<file path="config.mk">
export PLATFORM = sky130hd
export DESIGN_NAME = link_frame_ctl
export DESIGN_NICKNAME = d
export VERILOG_FILES = /design/src/rtl/link_frame_pkg.sv /design/src/rtl/link_frame_ctl.sv
export SDC_FILE = /design/constraint.sdc
export NUM_CORES = 1
export LEC_CHECK = 0
export BUFFER_PORTS_ARGS = -buffer_cell sky130_fd_sc_hd__buf_2
export CAP_MARGIN = 40
export CORE_ASPECT_RATIO = 2
export CORE_MARGIN = 5
export CORE_UTILIZATION = 37
export CTS_BUF_LIST = sky130_fd_sc_hd__clkbuf_8
export DETAILED_ROUTE_END_ITERATION = 16
export GPL_TIMING_DRIVEN = 0
export PLACE_DENSITY_LB_ADDON = 0.05
export RECOVER_POWER = 50
export SYNTH_ARGS = -nofsm -noshare
export SYNTH_HDL_FRONTEND = slang
export SYNTH_SLANG_ARGS = --single-unit
</file>
<file path="constraint.sdc">
create_clock -name clock_i -period 10.6 [get_ports clock_i]
set_input_delay 0 -clock clock_i [delete_from_list [all_inputs] [get_ports clock_i]]
set_output_delay 0 -clock clock_i [all_outputs]
set_load 0.01 [all_outputs]
</file>
<file path="src/rtl/link_frame_pkg.sv">
// Purpose : Constants and types for the host-side frame link controller
// Assumes : One DWORD per clock on both link directions
// Notes   : Link codes are an abstract stand-in for the coded primitives
//
// Behaviour
// - After EOF, send WTRM until result
// - Send R_RDY when ready to accept payload
// - Send R_IP throughout receiving frame payload
// - Receiver sends R_OK on error-free payload
// - Send SYNC whenever the link side idles
// - Send X_RDY when payload waits to go
// - Frame is SOF, payload, CRC, EOF
// - X_RDY, wait R_RDY, then SOF; R_RDY until SOF
// - Release with SYNC; receiver holds result until SYNC
// - Answer HOLD with HOLDA; resume after HOLDA
// - DMAT ends transfer: send current CRC, EOF
// - CRC is one DWORD right before EOF
// - CRC covers data DWORDs only, not primitives
// - CRC taken on unscrambled content
// - CRC per DWORD; odd word zero padded
// - CRC polynomial is the 32-bit generator
// - CRC seeded 52325032h at frame start
// - At most 2064 DWORDs from SOF to EOF
// - Receiver sends R_ERR on payload error
package link_frame_pkg;

    // ==========================================================
    // CRC and frame length
    localparam logic [31:0] CRC_SEED      = 32'h52325032;
    localparam logic [31:0] CRC_POLY      = 32'h04c11db7;
    localparam int          MAX_DWORDS    = 2064;
    localparam logic [11:0] MAX_DATA      = 12'(MAX_DWORDS - 1);
    localparam logic [11:0] CNT_STEP      = 12'h001;
    localparam logic [15:0] PAD_ZERO      = 16'h0000;
    localparam int          HALF_W        = 16;

    // ==========================================================
    // Link symbol codes, one per DWORD slot
    typedef enum logic [3:0] {
        P_SYNC  = 4'h0,
        P_X_RDY = 4'h1,
        P_R_RDY = 4'h2,
        P_R_IP  = 4'h3,
        P_R_OK  = 4'h4,
        P_R_ERR = 4'h5,
        P_SOF   = 4'h6,
        P_EOF   = 4'h7,
        P_WTRM  = 4'h8,
        P_HOLD  = 4'h9,
        P_HOLDA = 4'ha,
        P_DMAT  = 4'hb,
        P_DATA  = 4'hc
    } prim_t;

    // ==========================================================
    // Controller states
    typedef enum logic [9:0] {
        ST_IDLE = 10'h001,
        ST_XRDY = 10'h002,
        ST_DATA = 10'h004,
        ST_CRC  = 10'h008,
        ST_EOF  = 10'h010,
        ST_WTRM = 10'h020,
        ST_RRDY = 10'h040,
        ST_RIP  = 10'h080,
        ST_RES  = 10'h100,
        ST_SPARE = 10'h200
    } link_state_t;

    typedef struct packed {
        link_state_t st;
        prim_t       prim;
        logic [31:0] data;
        logic [31:0] crc;
        logic [11:0] cnt;
        logic [31:0] held;
        logic        have;
        logic        holding;
        logic        holda;
        logic        ready;
        logic        done;
        logic        good;
        logic [31:0] word;
        logic        word_valid;
        logic        fr_ok;
        logic        fr_bad;
    } ctl_t;

    localparam ctl_t CTL_RESET = '{
        st: ST_IDLE, prim: P_SYNC, data: 32'h0, crc: CRC_SEED,
        cnt: 12'h0, held: 32'h0, have: 1'b0, holding: 1'b0,
        holda: 1'b0, ready: 1'b0, done: 1'b0, good: 1'b0,
        word: 32'h0, word_valid: 1'b0, fr_ok: 1'b0, fr_bad: 1'b0
    };

endpackage : link_frame_pkg

</file>
<file path="src/rtl/link_frame_ctl.sv">
// Purpose : Host link controller: sends and receives framed payload
// Assumes : Peer link logic runs on the same clock, so no synchroniser
// Notes   : Sits before the scrambler; data words here are plain text
`timescale 1ns/1ps

module link_frame_ctl (
    // Clock and reset
    input  wire logic                    clock_i,
    input  wire logic                    arst_n_i,
    // Link toward the peer
    output link_frame_pkg::prim_t        link_prim_o,
    output logic [31:0]                  link_data_o,
    input  wire link_frame_pkg::prim_t   link_prim_i,
    input  wire logic [31:0]             link_data_i,
    // Outgoing payload
    input  wire logic                    send_req_i,
    input  wire logic                    pay_valid_i,
    input  wire logic [31:0]             pay_data_i,
    input  wire logic                    pay_last_i,
    input  wire logic                    pay_half_i,
    output logic                         pay_ready_o,
    output logic                         tx_done_o,
    output logic                         tx_good_o,
    // Incoming payload
    input  wire logic                    rx_stop_i,
    output logic [31:0]                  rx_word_o,
    output logic                         rx_word_valid_o,
    output logic                         rx_frame_ok_o,
    output logic                         rx_frame_bad_o
);
    import link_frame_pkg::*;

    // ==========================================================
    // CRC step, shared by both directions
    function automatic logic [31:0] crc_step(
        input logic [31:0] crc_in,
        input logic [31:0] dw
    );
        logic [31:0] c;
        logic        fb;
        c  = crc_in;
        fb = 1'b0;
        for (int i = 31; i >= 0; i--) begin
            fb = c[31] ^ dw[i];
            c  = {c[30:0], 1'b0};
            if (fb) begin
                c = c ^ CRC_POLY;
            end
        end
        return c;
    endfunction : crc_step

    // ==========================================================
    // State
    ctl_t        r;
    ctl_t        n;
    logic        accept;
    logic        stop_req;
    logic        rx_good;
    logic [31:0] out_word;

    always_comb begin
        n          = r;
        n.done     = 1'b0;
        n.word_valid = 1'b0;
        n.fr_ok    = 1'b0;
        n.fr_bad   = 1'b0;
        n.ready    = 1'b0;
        accept     = pay_valid_i && r.ready;
        stop_req   = (link_prim_i == P_DMAT);
        rx_good    = r.have && (r.crc == r.held);
        // Odd 16-bit word count: upper half of the final DWORD is zero
        out_word   = (pay_last_i && pay_half_i) ?
                     {PAD_ZERO, pay_data_i[HALF_W-1:0]} : pay_data_i;
        case (r.st)
            ST_IDLE: begin
                n.prim = P_SYNC;
                if (link_prim_i == P_X_RDY) begin
                    // Peer's frame is taken before our own request
                    n.st   = ST_RRDY;
                    n.prim = P_R_RDY;
                end else if (send_req_i) begin
                    n.st   = ST_XRDY;
                    n.prim = P_X_RDY;
                end
            end
            ST_XRDY: begin
                n.prim = P_X_RDY;
                if (link_prim_i == P_R_RDY) begin
                    n.st      = ST_DATA;
                    n.prim    = P_SOF;
                    n.crc     = CRC_SEED;
                    n.cnt     = '0;
                    n.holding = 1'b0;
                    n.holda   = 1'b0;
                    n.ready   = 1'b1;
                end
            end
            ST_DATA: begin
                if (accept) begin
                    n.prim    = P_DATA;
                    n.data    = out_word;
                    n.crc     = crc_step(r.crc, out_word);
                    n.cnt     = r.cnt + CNT_STEP;
                    n.holding = 1'b0;
                    n.holda   = 1'b0;
                    // Length cap leaves one slot for the CRC
                    if (pay_last_i || stop_req ||
                        n.cnt == MAX_DATA) begin
                        n.st = ST_CRC;
                    end else begin
                        n.ready = 1'b1;
                    end
                end else if (stop_req) begin
                    n.prim = P_DATA;
                    n.data = r.crc;
                    n.st   = ST_EOF;
                end else begin
                    // Source starved: send HOLD until a word is taken again; ready waits for HOLDA
                    n.prim    = P_HOLD;
                    n.holding = 1'b1;
                    if (r.holding && link_prim_i == P_HOLDA) begin
                        n.holda = 1'b1;
                    end
                    // No resume before the peer has acknowledged the stall
                    n.ready = r.holding && n.holda;
                end
            end
            ST_CRC: begin
                n.prim = P_DATA;
                n.data = r.crc;
                n.st   = ST_EOF;
            end
            ST_EOF: begin
                n.prim = P_EOF;
                n.st   = ST_WTRM;
            end
            ST_WTRM: begin
                n.prim = P_WTRM;
                if (link_prim_i == P_R_OK || link_prim_i == P_R_ERR) begin
                    n.prim = P_SYNC;
                    n.st   = ST_IDLE;
                    n.done = 1'b1;
                    n.good = (link_prim_i == P_R_OK);
                end
            end
            ST_RRDY: begin
                n.prim = P_R_RDY;
                if (link_prim_i == P_SOF) begin
                    n.st   = ST_RIP;
                    n.prim = P_R_IP;
                    n.crc  = CRC_SEED;
                    n.have = 1'b0;
                end else if (link_prim_i == P_SYNC) begin
                    n.st   = ST_IDLE;
                    n.prim = P_SYNC;
                end
            end
            ST_RIP: begin
                n.prim = P_R_IP;
                if (link_prim_i == P_DATA) begin
                    // One word is held back: the last one is the CRC
                    if (r.have) begin
                        n.word       = r.held;
                        n.word_valid = 1'b1;
                        n.crc        = crc_step(r.crc, r.held);
                    end
                    n.held = link_data_i;
                    n.have = 1'b1;
                end else if (link_prim_i == P_HOLD) begin
                    n.prim = P_HOLDA;
                end else if (link_prim_i == P_EOF) begin
                    n.st     = ST_RES;
                    n.prim   = rx_good ? P_R_OK : P_R_ERR;
                    n.fr_ok  = rx_good;
                    n.fr_bad = !rx_good;
                end else if (link_prim_i == P_SYNC) begin
                    // Peer abandoned the frame
                    n.st     = ST_IDLE;
                    n.prim   = P_SYNC;
                    n.fr_bad = 1'b1;
                end
                if (rx_stop_i && n.prim == P_R_IP) begin
                    n.prim = P_DMAT;
                end
            end
            ST_RES: begin
                if (link_prim_i == P_SYNC) begin
                    n.st   = ST_IDLE;
                    n.prim = P_SYNC;
                end
            end
            default: begin
                n = CTL_RESET;
            end
        endcase
    end

    always_ff @(posedge clock_i or negedge arst_n_i) begin
        if (!arst_n_i) begin
            r <= CTL_RESET;
        end else begin
            r <= n;
        end
    end

    // ==========================================================
    // Outputs, all straight from the state register
    assign link_prim_o     = r.prim;
    assign link_data_o     = r.data;
    assign pay_ready_o     = r.ready;
    assign tx_done_o       = r.done;
    assign tx_good_o       = r.good;
    assign rx_word_o       = r.word;
    assign rx_word_valid_o = r.word_valid;
    assign rx_frame_ok_o   = r.fr_ok;
    assign rx_frame_bad_o  = r.fr_bad;

    // ==========================================================
    // Checks
    a_wtrm_wait: assert property (
        @(posedge clock_i) disable iff (!arst_n_i)
        (r.st == ST_WTRM && link_prim_i != P_R_OK &&
         link_prim_i != P_R_ERR) |=> link_prim_o == P_WTRM)
        else $error("WTRM not held while awaiting result");

    a_rrdy_answer: assert property (
        @(posedge clock_i) disable iff (!arst_n_i)
        (r.st == ST_IDLE && link_prim_i == P_X_RDY)
        |=> (link_prim_o == P_R_RDY) [*1] ##1 (r.st == ST_RRDY ||
            r.st == ST_RIP || r.st == ST_IDLE))
        else $error("X_RDY not answered with R_RDY");

    a_rip_steady: assert property (
        @(posedge clock_i) disable iff (!arst_n_i)
        (r.st == ST_RIP && !rx_stop_i && (link_prim_i == P_DATA ||
         link_prim_i == P_HOLDA)) |=> link_prim_o == P_R_IP)
        else $error("R_IP missing during reception");

    a_ok_on_good: assert property (
        @(posedge clock_i) disable iff (!arst_n_i)
        (r.st == ST_RIP && link_prim_i == P_EOF && r.have &&
         r.crc == r.held) |=> (link_prim_o == P_R_OK && rx_frame_ok_o))
        else $error("Good frame not answered with R_OK");

    a_err_on_bad: assert property (
        @(posedge clock_i) disable iff (!arst_n_i)
        (r.st == ST_RIP && link_prim_i == P_EOF && !(r.have &&
         r.crc == r.held)) |=> (link_prim_o == P_R_ERR && rx_frame_bad_o))
        else $error("Bad frame not answered with R_ERR");

    a_idle_sync: assert property (
        @(posedge clock_i) disable iff (!arst_n_i)
        r.st == ST_IDLE |-> link_prim_o == P_SYNC)
        else $error("Idle link not sending SYNC");

    a_sof_after_rrdy: assert property (
        @(posedge clock_i) disable iff (!arst_n_i)
        link_prim_o == P_SOF |-> ($past(link_prim_o) == P_X_RDY &&
            $past(link_prim_i) == P_R_RDY && r.crc == CRC_SEED))
        else $error("SOF sent without R_RDY or seed");

    a_crc_then_eof: assert property (
        @(posedge clock_i) disable iff (!arst_n_i)
        r.st == ST_EOF |-> (link_prim_o == P_DATA &&
            link_data_o == r.crc) ##1 link_prim_o == P_EOF)
        else $error("CRC DWORD not directly before EOF");

    a_release_sync: assert property (
        @(posedge clock_i) disable iff (!arst_n_i)
        (r.st == ST_WTRM && link_prim_i == P_R_OK)
        |=> (link_prim_o == P_SYNC && tx_done_o && tx_good_o))
        else $error("No SYNC release after R_OK");

    a_holda_answer: assert property (
        @(posedge clock_i) disable iff (!arst_n_i)
        (r.st == ST_RIP && link_prim_i == P_HOLD) |=> link_prim_o == P_HOLDA)
        else $error("HOLD not answered with HOLDA");

    a_hold_no_resume: assert property (
        @(posedge clock_i) disable iff (!arst_n_i)
        (r.st == ST_DATA && r.holding && !r.holda) |-> !pay_ready_o)
        else $error("Payload resumed before HOLDA");

    a_dmat_close: assert property (
        @(posedge clock_i) disable iff (!arst_n_i)
        (r.st == ST_DATA && link_prim_i == P_DMAT)
        |-> ##[2:3] link_prim_o == P_EOF)
        else $error("DMAT did not close the frame");

    a_len_limit: assert property (
        @(posedge clock_i) disable iff (!arst_n_i)
        r.cnt <= MAX_DATA)
        else $error("Frame longer than the DWORD limit");

endmodule : link_frame_ctl

</file>
==> results of run 1 <==
-- metal layers --
metal | vias to the layer above | wire length, um | track usage (%)
met5 | - | 0 | 0
met3 | 104 | 1420 | 2.21
met4 | 0 | 3420 | 13.4
met1 | 5383 | 17700 | 23.4
li1 | 5183 | - | -
met2 | 322 | 30500 | 47.8
-- worst min-delay path by stage --
stage,end,start,slack (ns),cells past startpoint
after detailed placement,r[83]$_DFFE_PN0P_,arst_n_i,0.04,1
after global routing,link_data_o[17]$_DFFE_PN0P_,pay_data_i[17],0.15,4
final,link_data_o[17]$_DFFE_PN0P_,pay_data_i[17],0.14,4
after floorplan,link_data_o[0]$_DFFE_PN0P_,arst_n_i,-0.30,0
after CTS,r[83]$_DFFE_PN0P_,arst_n_i,0.06,2
after global placement,r[60]$_DFFE_PN0P_,link_data_i[19],0.23,2
-- cell type report --
cell class	instances	area [sq um]	area share, %
Inverter	7	26.3	0.153
Buffer	132	793	4.61
Tap cell	525	657	3.81
Multi-Input combinational cell	1084	9770	56.7
Clock buffer	17	234	1.36
Timing Repair Buffer	224	1470	8.51
Clock inverter	15	209	1.21
Sequential cell	162	4070	23.6
-- worst max-delay path, stage by stage, from the launching register on --
cell	delay (ns)
dfstp_2	0.54
buf_6	0.19
xor2_2	0.43
xnor3_1	0.52
xnor2_1	0.55
xnor3_2	0.48
xor2_2	0.58
xnor3_2	0.55
xnor2_2	0.38
xnor2_1	0.13
nor2_1	0.27
a21oi_1	0.07
o21ai_0	0.17
-- synth_stat cells, types with 6 or more instances --
cell type / number / area share (%)
xnor2_1: 313 / 19
dfrtp_1: 150 / 26
xor2_1: 112 / 6.7
nand2_1: 94 / 2.4
o21ai_0: 81 / 2.8
buf_4: 75 / 3.8
a22o_1: 64 / 3.8
xnor3_1: 60 / 9.2
clkbuf_1: 48 / 1.2
nor2_1: 48 / 1.2
a22oi_1: 44 / 2.3
xnor2_2: 29 / 3.2
a21oi_1: 25 / 0.85
nand3_1: 18 / 0.61
nor3_1: 16 / 0.55
nor2b_1: 13 / 0.55
dfstp_2: 12 / 2.2
xnor2_4: 12 / 2.3
and3_1: 11 / 0.47
xnor3_2: 11 / 1.8
xor2_2: 11 / 1.2
a21boi_0: 10 / 0.51
nand4_1: 10 / 0.43
xor3_1: 9 / 1.5
o21ai_1: 7 / 0.24
a31oi_1: 6 / 0.26
and2_1: 6 / 0.26
buf_2: 6 / 0.20
-- stage by stage --
step	hold slack (ns)	cell area, sq um	instances
finish	0.139	17200	2166
global route	0.152	17200	2166
CTS	0.0565	17300	2166
detailed placement	0.0363	16100	2065
global placement	0.228	16000	2057
floorplan	-0.296	14700	1385
-- state kept, by name, indices dropped and copies added, names as in the netlist --
name	flops
r	88
link_data_o	32
rx_word_o	32
link_prim_o	4
pay_ready_o	1
rx_frame_bad_o	1
rx_frame_ok_o	1
rx_word_valid_o	1
tx_done_o	1
tx_good_o	1
-- cells by family after synthesis --
family	Yosys count
buffers and inverters	139
AOI/OAI and AO/OA	272
muxes	1
DFF	162
xor gates and xnor gates	562
and+or+nand+nor	244
adders and majority gates	5
-- repair_timing --
item,4_1_cts,5_1_grt
hold endpoints to repair,153,0
resized for setup,0,0
endpoints found under the setup margin,0,0
hold buffers,69,0
==> results.sh, run 1 <==
export IMPL_rsz0062_at_grt="false"
export IMPL_fin_crit_ns=4.97
export IMPL_synth_distinct_cells=67
export IMPL_final_cell_mix="xnor2_1, dfrtp_1, buf_2"
export IMPL_crit_path_end_kind="register"
export IMPL_cts_made_buffers=17
export IMPL_clk_latency_ns=0.50
export IMPL_cts_root_buf="clkbuf_8"
export IMPL_coreArea_sq_um=39300
export IMPL_initial_utilization_pct=37.3
export IMPL_wl_per_cell_um=24.5
export IMPL_track_usage_pct=24.1
export IMPL_vias=11000
export IMPL_cts_tree="yes"
export IMPL_r2r_start="r[113]$_DFFE_PN1P_"
export IMPL_chipWidth_um=151
export IMPL_ios=149
export IMPL_status="finished, violations left"
export IMPL_totalWireLength_mm=53.1
export IMPL_rrSetupSlack_ns=5.63
export IMPL_numPortBuffers=147
export IMPL_synthSimpleGateAreaFrac_pct=7.96
export IMPL_synth_seq_cells=162
export IMPL_drt_iter0_drc=420
export IMPL_ys_async_sr_fraction_pct=100
export IMPL_seq_area_frac_synth_pct=27.8
export IMPL_postSynthAreaPerCell_sq_um=10.6
export IMPL_n_antenna_cell=0
export IMPL_required_ns=11.02
export IMPL_cp_start_kind="register"
export IMPL_ys_flop_type="dfrtp_1"
export IMPL_post_cts_buffers=0
export IMPL_setup_slack_ns=5.63
export IMPL_worst_setup_path_type="reg2reg"
export IMPL_drt_pass1_iter_count=5
export IMPL_relSlewSlack_pct=-207
export IMPL_die_y_um=291
export IMPL_ant_nets=0
export IMPL_reg2reg_depth=12
export IMPL_cts_buffer_depth=2
export IMPL_synthXorXnorAreaFrac_pct=45.5
export IMPL_netlist_area_sq_um=14700
export IMPL_antenna_found_initial=0
export IMPL_syn_instance_count=1385
export IMPL_cap_viol_max_count=1
export IMPL_synth_top_family_by_area="XOR/XNOR gates"
export IMPL_finalCritPeriodShare_pct=46.9
export IMPL_hp_class="in2reg"
export IMPL_setup_viol_count_final=0
export IMPL_overflow=0
export IMPL_slew_viol_final=79
export IMPL_finalHoldViolCount=0
export IMPL_synth_compound_area_share_pct=12.7
export IMPL_ys_warn_count=0
export IMPL_fin_skew_ns=0.0236
export IMPL_dieArea_sq_um=43900
export IMPL_synth_edff_count=0
export IMPL_cp_arrival_ns=5.39
export IMPL_rr_endpoint="r[108]$_DFFE_PN0P_"
export IMPL_area_growth_pct=17.5
export IMPL_via_per_inst=5.07
export IMPL_setup_worst_path_end="r[108]$_DFFE_PN0P_"
export IMPL_grt_pass1_wl_mm=76.7
export IMPL_final_nets=1708
export IMPL_fillerInstances=3875
export IMPL_worst_slew_pin_slew_ns=4.61
export IMPL_gp_congestion=0.909
export IMPL_dp_final_hpwl_mm=43.8
export IMPL_cts_sinks=162
export IMPL_drive_above_1_share_pct=19.7
export IMPL_max_clock_freq_ghz=0.201
export IMPL_grt_max_degree=85
export IMPL_pre_cts_ws_ns=5.64
export IMPL_critPathLaunch="r[113]$_DFFE_PN1P_"
export IMPL_rows=103
export IMPL_cts_max_level=4
export IMPL_violations="capacitance limit, slew limit"
export IMPL_synthAdderAreaFrac_pct=0.427
export IMPL_grt_pass1_vias=11500
export IMPL_finalSetupTns_ns=0
export IMPL_synth_fp_nets=1465
export IMPL_route_detailed_drc=0
export IMPL_layout_commonest_cell="xnor2_1"
export IMPL_path_max_fanout=7
export IMPL_clk_pin_slew_ns=0.11
export IMPL_synth_mux_area_fraction_pct=0.0768
export IMPL_utilization_pct=43.8
Power of run 1 is left out: the tool's default activity adds up to more than one toggle a clock period on the data nets, which glitch-free logic cannot reach.
==> inputs of run 2 (changes only) <==
==> constraint.sdc (replaced) <==
create_clock -name clock_i -period 4.1 [get_ports clock_i]
set_input_delay 0 -clock clock_i [delete_from_list [all_inputs] [get_ports clock_i]]
set_output_delay 0 -clock clock_i [all_outputs]
set_load 0.01 [all_outputs]
==> run 2 against run 1 <==
Compared with the run above:
- the flow still finishes with violations (capacitance limit, slew limit)
- via count rose by 5.4%
- utilization up 5.4 points
- clock-buffer cell count stayed put
- final area is 12% higher
- critical path type unchanged
- critical endpoint is now r[97]$_DFFE_PN1P_
- largest cell class unchanged
==> results.sh, run 2 (same netlist as run 1, synthesis figures left out) <==
export IMPL_worst_setup_path_type="reg2reg"
export IMPL_grt_max_degree=85
export IMPL_grt_pass1_wl_mm=79.3
export IMPL_dieArea_sq_um=43900
export IMPL_holdPathStages=4
export IMPL_gp_congestion=0.909
export IMPL_hp_class="in2reg"
export IMPL_cts_sinks=162
export IMPL_coreArea_sq_um=39300
export IMPL_drive_above_1_share_pct=30.6
export IMPL_largest_reg_flops=88
export IMPL_worst_slew_pin_slew_ns=2.15
export IMPL_cts_buffer_depth=2
export IMPL_final_cell_mix="xnor2_1, buf_4, dfrtp_1"
export IMPL_cp_depth=17
export IMPL_ant_nets=0
export IMPL_route_detailed_drc=0
export IMPL_crit_top_cell="buf_4"
export IMPL_cp_start_kind="register"
export IMPL_max_clock_freq_ghz=0.245
export IMPL_ios=149
export IMPL_cts_max_level=4
export IMPL_cts_tree="yes"
export IMPL_cpPeakStageDelay_ns=0.56
export IMPL_reg2reg_depth=17
export IMPL_required_ns=4.52
export IMPL_relSlewSlack_pct=-43.0
export IMPL_utilization_pct=49.2
export IMPL_drt_pass1_iter_count=5
export IMPL_use_met1_pct=23.8
export IMPL_vias=11600
export IMPL_overflow=0
export IMPL_setup_viol_count_final=0
export IMPL_track_usage_pct=25.0
export IMPL_top_register="r"
export IMPL_violations="capacitance limit, slew limit"
export IMPL_numPortBuffers=147
export IMPL_final_nets=1815
export IMPL_wl_per_cell_um=24.3
export IMPL_whs_ns=0.152
export IMPL_antenna_found_initial=0
export IMPL_dp_final_hpwl_mm=43.8
export IMPL_cts_made_buffers=17
export IMPL_rsz0062_at_grt="true"
export IMPL_chipWidth_um=151
export IMPL_grt_pass1_vias=12100
export IMPL_cts_root_buf="clkbuf_8"
export IMPL_path_buf_inv=6
export IMPL_globalRoute_busiestLayer="met2"
export IMPL_path_max_fanout=5
export IMPL_totalWireLength_mm=55.3
export IMPL_use_met2_pct=47.7
export IMPL_finalCritPeriodShare_pct=99.6
export IMPL_area_growth_pct=32.0
export IMPL_grt_use_met3_pct=2.71
export IMPL_cp_arrival_ns=4.51
export IMPL_critPathSlowestCell="dfstp_2"
export IMPL_cp_top_family="XOR/XNOR gates"
export IMPL_fin_crit_ns=4.08
export IMPL_rows=103
export IMPL_n_antenna_cell=0
export IMPL_via_per_inst=5.10
export IMPL_drt_iter0_drc=436
export IMPL_initial_utilization_pct=37.3
export IMPL_slew_viol_final=79
export IMPL_crit_path_end_kind="register"
export IMPL_die_y_um=291
export IMPL_finalHoldViolCount=0
export IMPL_clk_pin_slew_ns=0.12
export IMPL_status="finished, violations left"
export IMPL_cp_cell_sequence="buf_12 -> xor2_4 -> buf_4 -> xnor2_1 -> buf_4 -> xnor2_4 -> xnor3_2 -> buf_4 -> buf_12 -> xor2_4 -> buf_4 -> xnor2_4 -> xor2_2 -> xnor2_1 -> xnor2_1 -> o21ai_1 -> a22oi_1"
export IMPL_fin_skew_ns=0.0244
export IMPL_clk_latency_ns=0.50
export IMPL_cap_viol_max_count=1
export IMPL_layout_commonest_cell="xnor2_1"
-- run 2: cell types whose count changed in the layout (fill, tap and decap cells not counted), sizes merged --
| cell | change |
|---|---|
| buf | +113 |
| clkbuf | -6 |
-- run 2: stage by stage --
step | cells | setup slack [ns] | area (sq um) | TNS (ns)
finish | 2273 | 0.0151 | 19400 | 0
global route | 2273 | -0.0544 | 19400 | -0.233
CTS | 2237 | -0.0629 | 18700 | -0.172
detailed placement | 2065 | -0.858 | 16100 | -17.84
global placement | 2057 | -1.01 | 16000 | -26.86
floorplan | 1385 | 0.175 | 14700 | 0
-- run 2: tightest hold or removal path: cells and delay by family --
| family | cells | cell delay (ns) |
|---|---|---|
| buf+inv | 1 | 0.09 |
| compound gates | 3 | 0.52 |
-- run 2: repair_timing --
| action | in CTS | in global routing |
|---|---|---|
| pin swaps | 45 | 26 |
| gates resized for setup | 113 | 48 |
| endpoints found under the setup margin | 32 | 50 |
| setup buffers | 71 | 38 |
| hold buffers | 69 | 0 |
| endpoints found under the hold margin | 153 | 0 |
-- run 2: layout make-up --
class                      count  area, sq um
clock buffer                  17          234
sequential                   162         4080
timing repair buffer         333         2420
clock inverter                15          209
inverter                       7         28.8
multi-input combinational   1084        10900
fill                        3686        20000
buffer                       130          812
tap                          525          657
-- run 2: final timing paths --
kind,to,slack (ns),startpoint
setup / recovery,r[97]$_DFFE_PN1P_,0.02,r[113]$_DFFE_PN1P_
hold / removal,link_data_o[17]$_DFFE_PN0P_,0.15,pay_data_i[17]
setup reg to reg,r[97]$_DFFE_PN1P_,0.02,r[113]$_DFFE_PN1P_
hold reg to reg,link_data_o[23]$_DFFE_PN0P_,0.49,link_data_o[23]$_DFFE_PN0P_
max in group asynchronous,r[101]$_DFFE_PN0P_,2.03,arst_n_i
min in group asynchronous,r[83]$_DFFE_PN0P_,0.62,arst_n_i
-- run 2: metal layers --
| metal | routed length [um] | share of wire [%] | vias up |
|---|---|---|---|
| li1 | - | - | 5386 |
| met2 | 31000 | 56 | 379 |
| met3 | 1860 | 3.4 | 155 |
| met4 | 4820 | 8.7 | 0 |
| met1 | 17700 | 32 | 5665 |
| met5 | 0 | 0 | - |
Power of run 2 is left out for the same reason.
==> inputs of run 3 (changes only) <==
--- a/config.mk
+++ b/config.mk
@@ -5,13 +5,13 @@
 export SDC_FILE = /design/constraint.sdc
 export NUM_CORES = 1
 export LEC_CHECK = 0
-export BUFFER_PORTS_ARGS = -buffer_cell sky130_fd_sc_hd__buf_2
 export CAP_MARGIN = 40
 export CORE_ASPECT_RATIO = 2
 export CORE_MARGIN = 5
-export CORE_UTILIZATION = 37
+export CORE_UTILIZATION = 30
 export CTS_BUF_LIST = sky130_fd_sc_hd__clkbuf_8
 export DETAILED_ROUTE_END_ITERATION = 16
+export DONT_BUFFER_PORTS = 1
 export GPL_TIMING_DRIVEN = 0
 export PLACE_DENSITY_LB_ADDON = 0.05
 export RECOVER_POWER = 50
==> run 3 against run 2 <==
Compared with the run above:
- the run still ends with capacitance limit, slew limit left
- via count shrank 5.3%
- flip-flop and latch count is the same
- utilization shrank 10 points
- global-route usage shrank 3.3 points
- first-iteration DRC count grew 53%
- sequential share of layout area grew 0.61 points
- routed wire length grew 5.7%
==> results.sh, run 3 (same netlist as run 1, synthesis figures left out) <==
export IMPL_vias=11000
export IMPL_chipWidth_um=166
export IMPL_dieArea_sq_um=53600
export IMPL_status="finished, violations left"
export IMPL_via_per_inst=4.89
export IMPL_cp_start_kind="register"
export IMPL_die_y_um=323
export IMPL_slew_viol_final=163
export IMPL_cp_arrival_ns=4.50
export IMPL_rsz0062_at_grt="true"
export IMPL_path_buf_inv=2
export IMPL_finalHoldViolCount=0
export IMPL_wl_per_cell_um=26.0
export IMPL_hp_class="in2reg"
export IMPL_setup_slack_ns=0.0579
export IMPL_min_to="link_data_o[19]$_DFFE_PN0P_"
export IMPL_critPathSlowestCell="xnor3_2"
export IMPL_area_growth_pct=28.3
export IMPL_fin_crit_ns=4.04
export IMPL_grt_pass1_vias=12000
export IMPL_pre_cts_ws_ns=-0.800
export IMPL_grt_max_degree=163
export IMPL_ant_nets=0
export IMPL_drive_above_1_share_pct=25.4
export IMPL_layout_commonest_cell="xnor2_1"
export IMPL_cts_max_level=4
export IMPL_setup_viol_count_final=0
export IMPL_gp_congestion=0.845
export IMPL_cpPeakStageDelay_ns=0.51
export IMPL_reg2reg_depth=12
export IMPL_cts_root_buf="clkbuf_8"
export IMPL_cp_top_family="XOR/XNOR gates"
export IMPL_cap_viol_max_count=1
export IMPL_worst_setup_path_type="reg2reg"
export IMPL_antenna_found_initial=0
export IMPL_holdPathStages=3
export IMPL_relSlewSlack_pct=-61.5
export IMPL_rr_endpoint="r[100]$_DFFE_PN0P_"
export IMPL_coreArea_sq_um=48400
export IMPL_crit_path_end_kind="register"
export IMPL_rows=114
export IMPL_final_cell_mix="xnor2_1, buf_4, dfrtp_1"
export IMPL_clk_latency_ns=0.53
export IMPL_overflow=0
export IMPL_violations="capacitance limit, slew limit"
export IMPL_top_register="r"
export IMPL_finalCritPeriodShare_pct=98.6
export IMPL_max_clock_freq_ghz=0.247
export IMPL_rrSetupSlack_ns=0.06
export IMPL_cts_tree="yes"
export IMPL_largest_reg_flops=88
export IMPL_utilization_pct=38.9
export IMPL_path_max_fanout=8
export IMPL_n_antenna_cell=0
export IMPL_fin_skew_ns=0.0406
export IMPL_drt_pass1_iter_count=5
export IMPL_cts_made_buffers=17
export IMPL_route_detailed_drc=0
export IMPL_critPathLaunch="r[114]$_DFFE_PN0P_"
export IMPL_cp_cell_sequence="buf_8 -> xnor3_2 -> xor2_4 -> xnor3_2 -> xnor3_2 -> xnor2_2 -> xnor3_2 -> buf_4 -> xor3_1 -> xnor3_1 -> o221ai_2 -> o21a_1"
export IMPL_dp_final_hpwl_mm=46.2
export IMPL_clk_pin_slew_ns=0.12
export IMPL_numPortBuffers=0
export IMPL_required_ns=4.55
export IMPL_cts_sinks=162
export IMPL_totalWireLength_mm=58.5
export IMPL_final_nets=1675
export IMPL_r2r_start="r[114]$_DFFE_PN0P_"
export IMPL_worst_slew_pin_slew_ns=2.42
export IMPL_cts_buffer_depth=2
export IMPL_crit_top_cell="xnor3_2"
export IMPL_track_usage_pct=21.6
export IMPL_grt_pass1_wl_mm=84.5
export IMPL_initial_utilization_pct=30.3
export IMPL_min_from="pay_data_i[19]"
export IMPL_drt_iter0_drc=665
export IMPL_ios=149
export IMPL_finalSetupTns_ns=0
==> run 3: cell count changes in the layout (fill, tap and decap cells not counted), moves of 2 or more <==
cell / before / now
buf_2: 117 / 3
buf_4: 178 / 150
xnor2_2: 40 / 52
xnor2_1: 266 / 255
xnor3_1: 43 / 36
xnor3_2: 28 / 35
dlygate4sd3_1: 69 / 75
clkbuf_1: 80 / 75
clkbuf_4: 0 / 3
xor2_2: 15 / 12
buf_6: 2 / 0
dfrtp_1: 146 / 148
dfrtp_2: 4 / 2
xor2_1: 92 / 94
==> run 3: what timing repair did <==
| action | CTS | global route |
|---|---|---|
| hold buffers | 75 | 1 |
| hold endpoints to repair | 245 | 1 |
| pin swaps | 47 | 33 |
| gates resized for setup | 121 | 56 |
| buffers inserted | 67 | 42 |
| endpoints found under the setup margin | 31 | 47 |
==> run 3: cell type report <==
type                       instances  area [sq um]
sequential                       162          4080
buffer                           131           703
tap                              638           798
multi-input combinational       1084         11000
fill                            4843         29500
clock buffer                      18           248
inverter                           7          26.3
clock inverter                    14           189
timing repair buffer             192          1770
==> run 3: per-stage QoR <==
| stage | hold WS (ns) | instances | cell area [sq um] |
|---|---|---|---|
| 4_1_cts | 0.0255 | 2203 | 18200 |
| 5_1_grt | 0.0905 | 2246 | 18800 |
| 3_3_place_gp | -0.288 | 2023 | 15500 |
| 3_5_place_dp | -0.286 | 2030 | 15500 |
| 6_report | 0.0770 | 2246 | 18800 |
| 2_1_floorplan | -0.296 | 1385 | 14700 |
==> run 3: how the worst max path moves through the flow <==
stage | cells past startpoint | end | slack (ns)
after floorplan | 11 | r[100]$_DFFE_PN0P_ | 0.18
after global placement | 12 | r[99]$_DFFE_PN1P_ | -1.19
after detailed placement | 11 | r[99]$_DFFE_PN1P_ | -0.80
after CTS | 11 | r[100]$_DFFE_PN0P_ | -0.05
after global routing | 16 | r[112]$_DFFE_PN0P_ | -0.02
final | 12 | r[100]$_DFFE_PN0P_ | 0.06
==> run 3: tightest hold or removal path: stages <==
cell and delay [ns]:
a21boi_1 0.15, a22oi_1 0.30, o21ai_0 0.12
==> run 3: metal layers <==
layer	vias to the layer above	wire, um	GRT usage (%)
met1	5388	19500	21.0
met2	349	32800	43.0
met5	-	0	0
li1	5112	-	-
met3	126	2050	2.91
met4	0	4070	12.5
Power of run 3 is left out for the same reason.
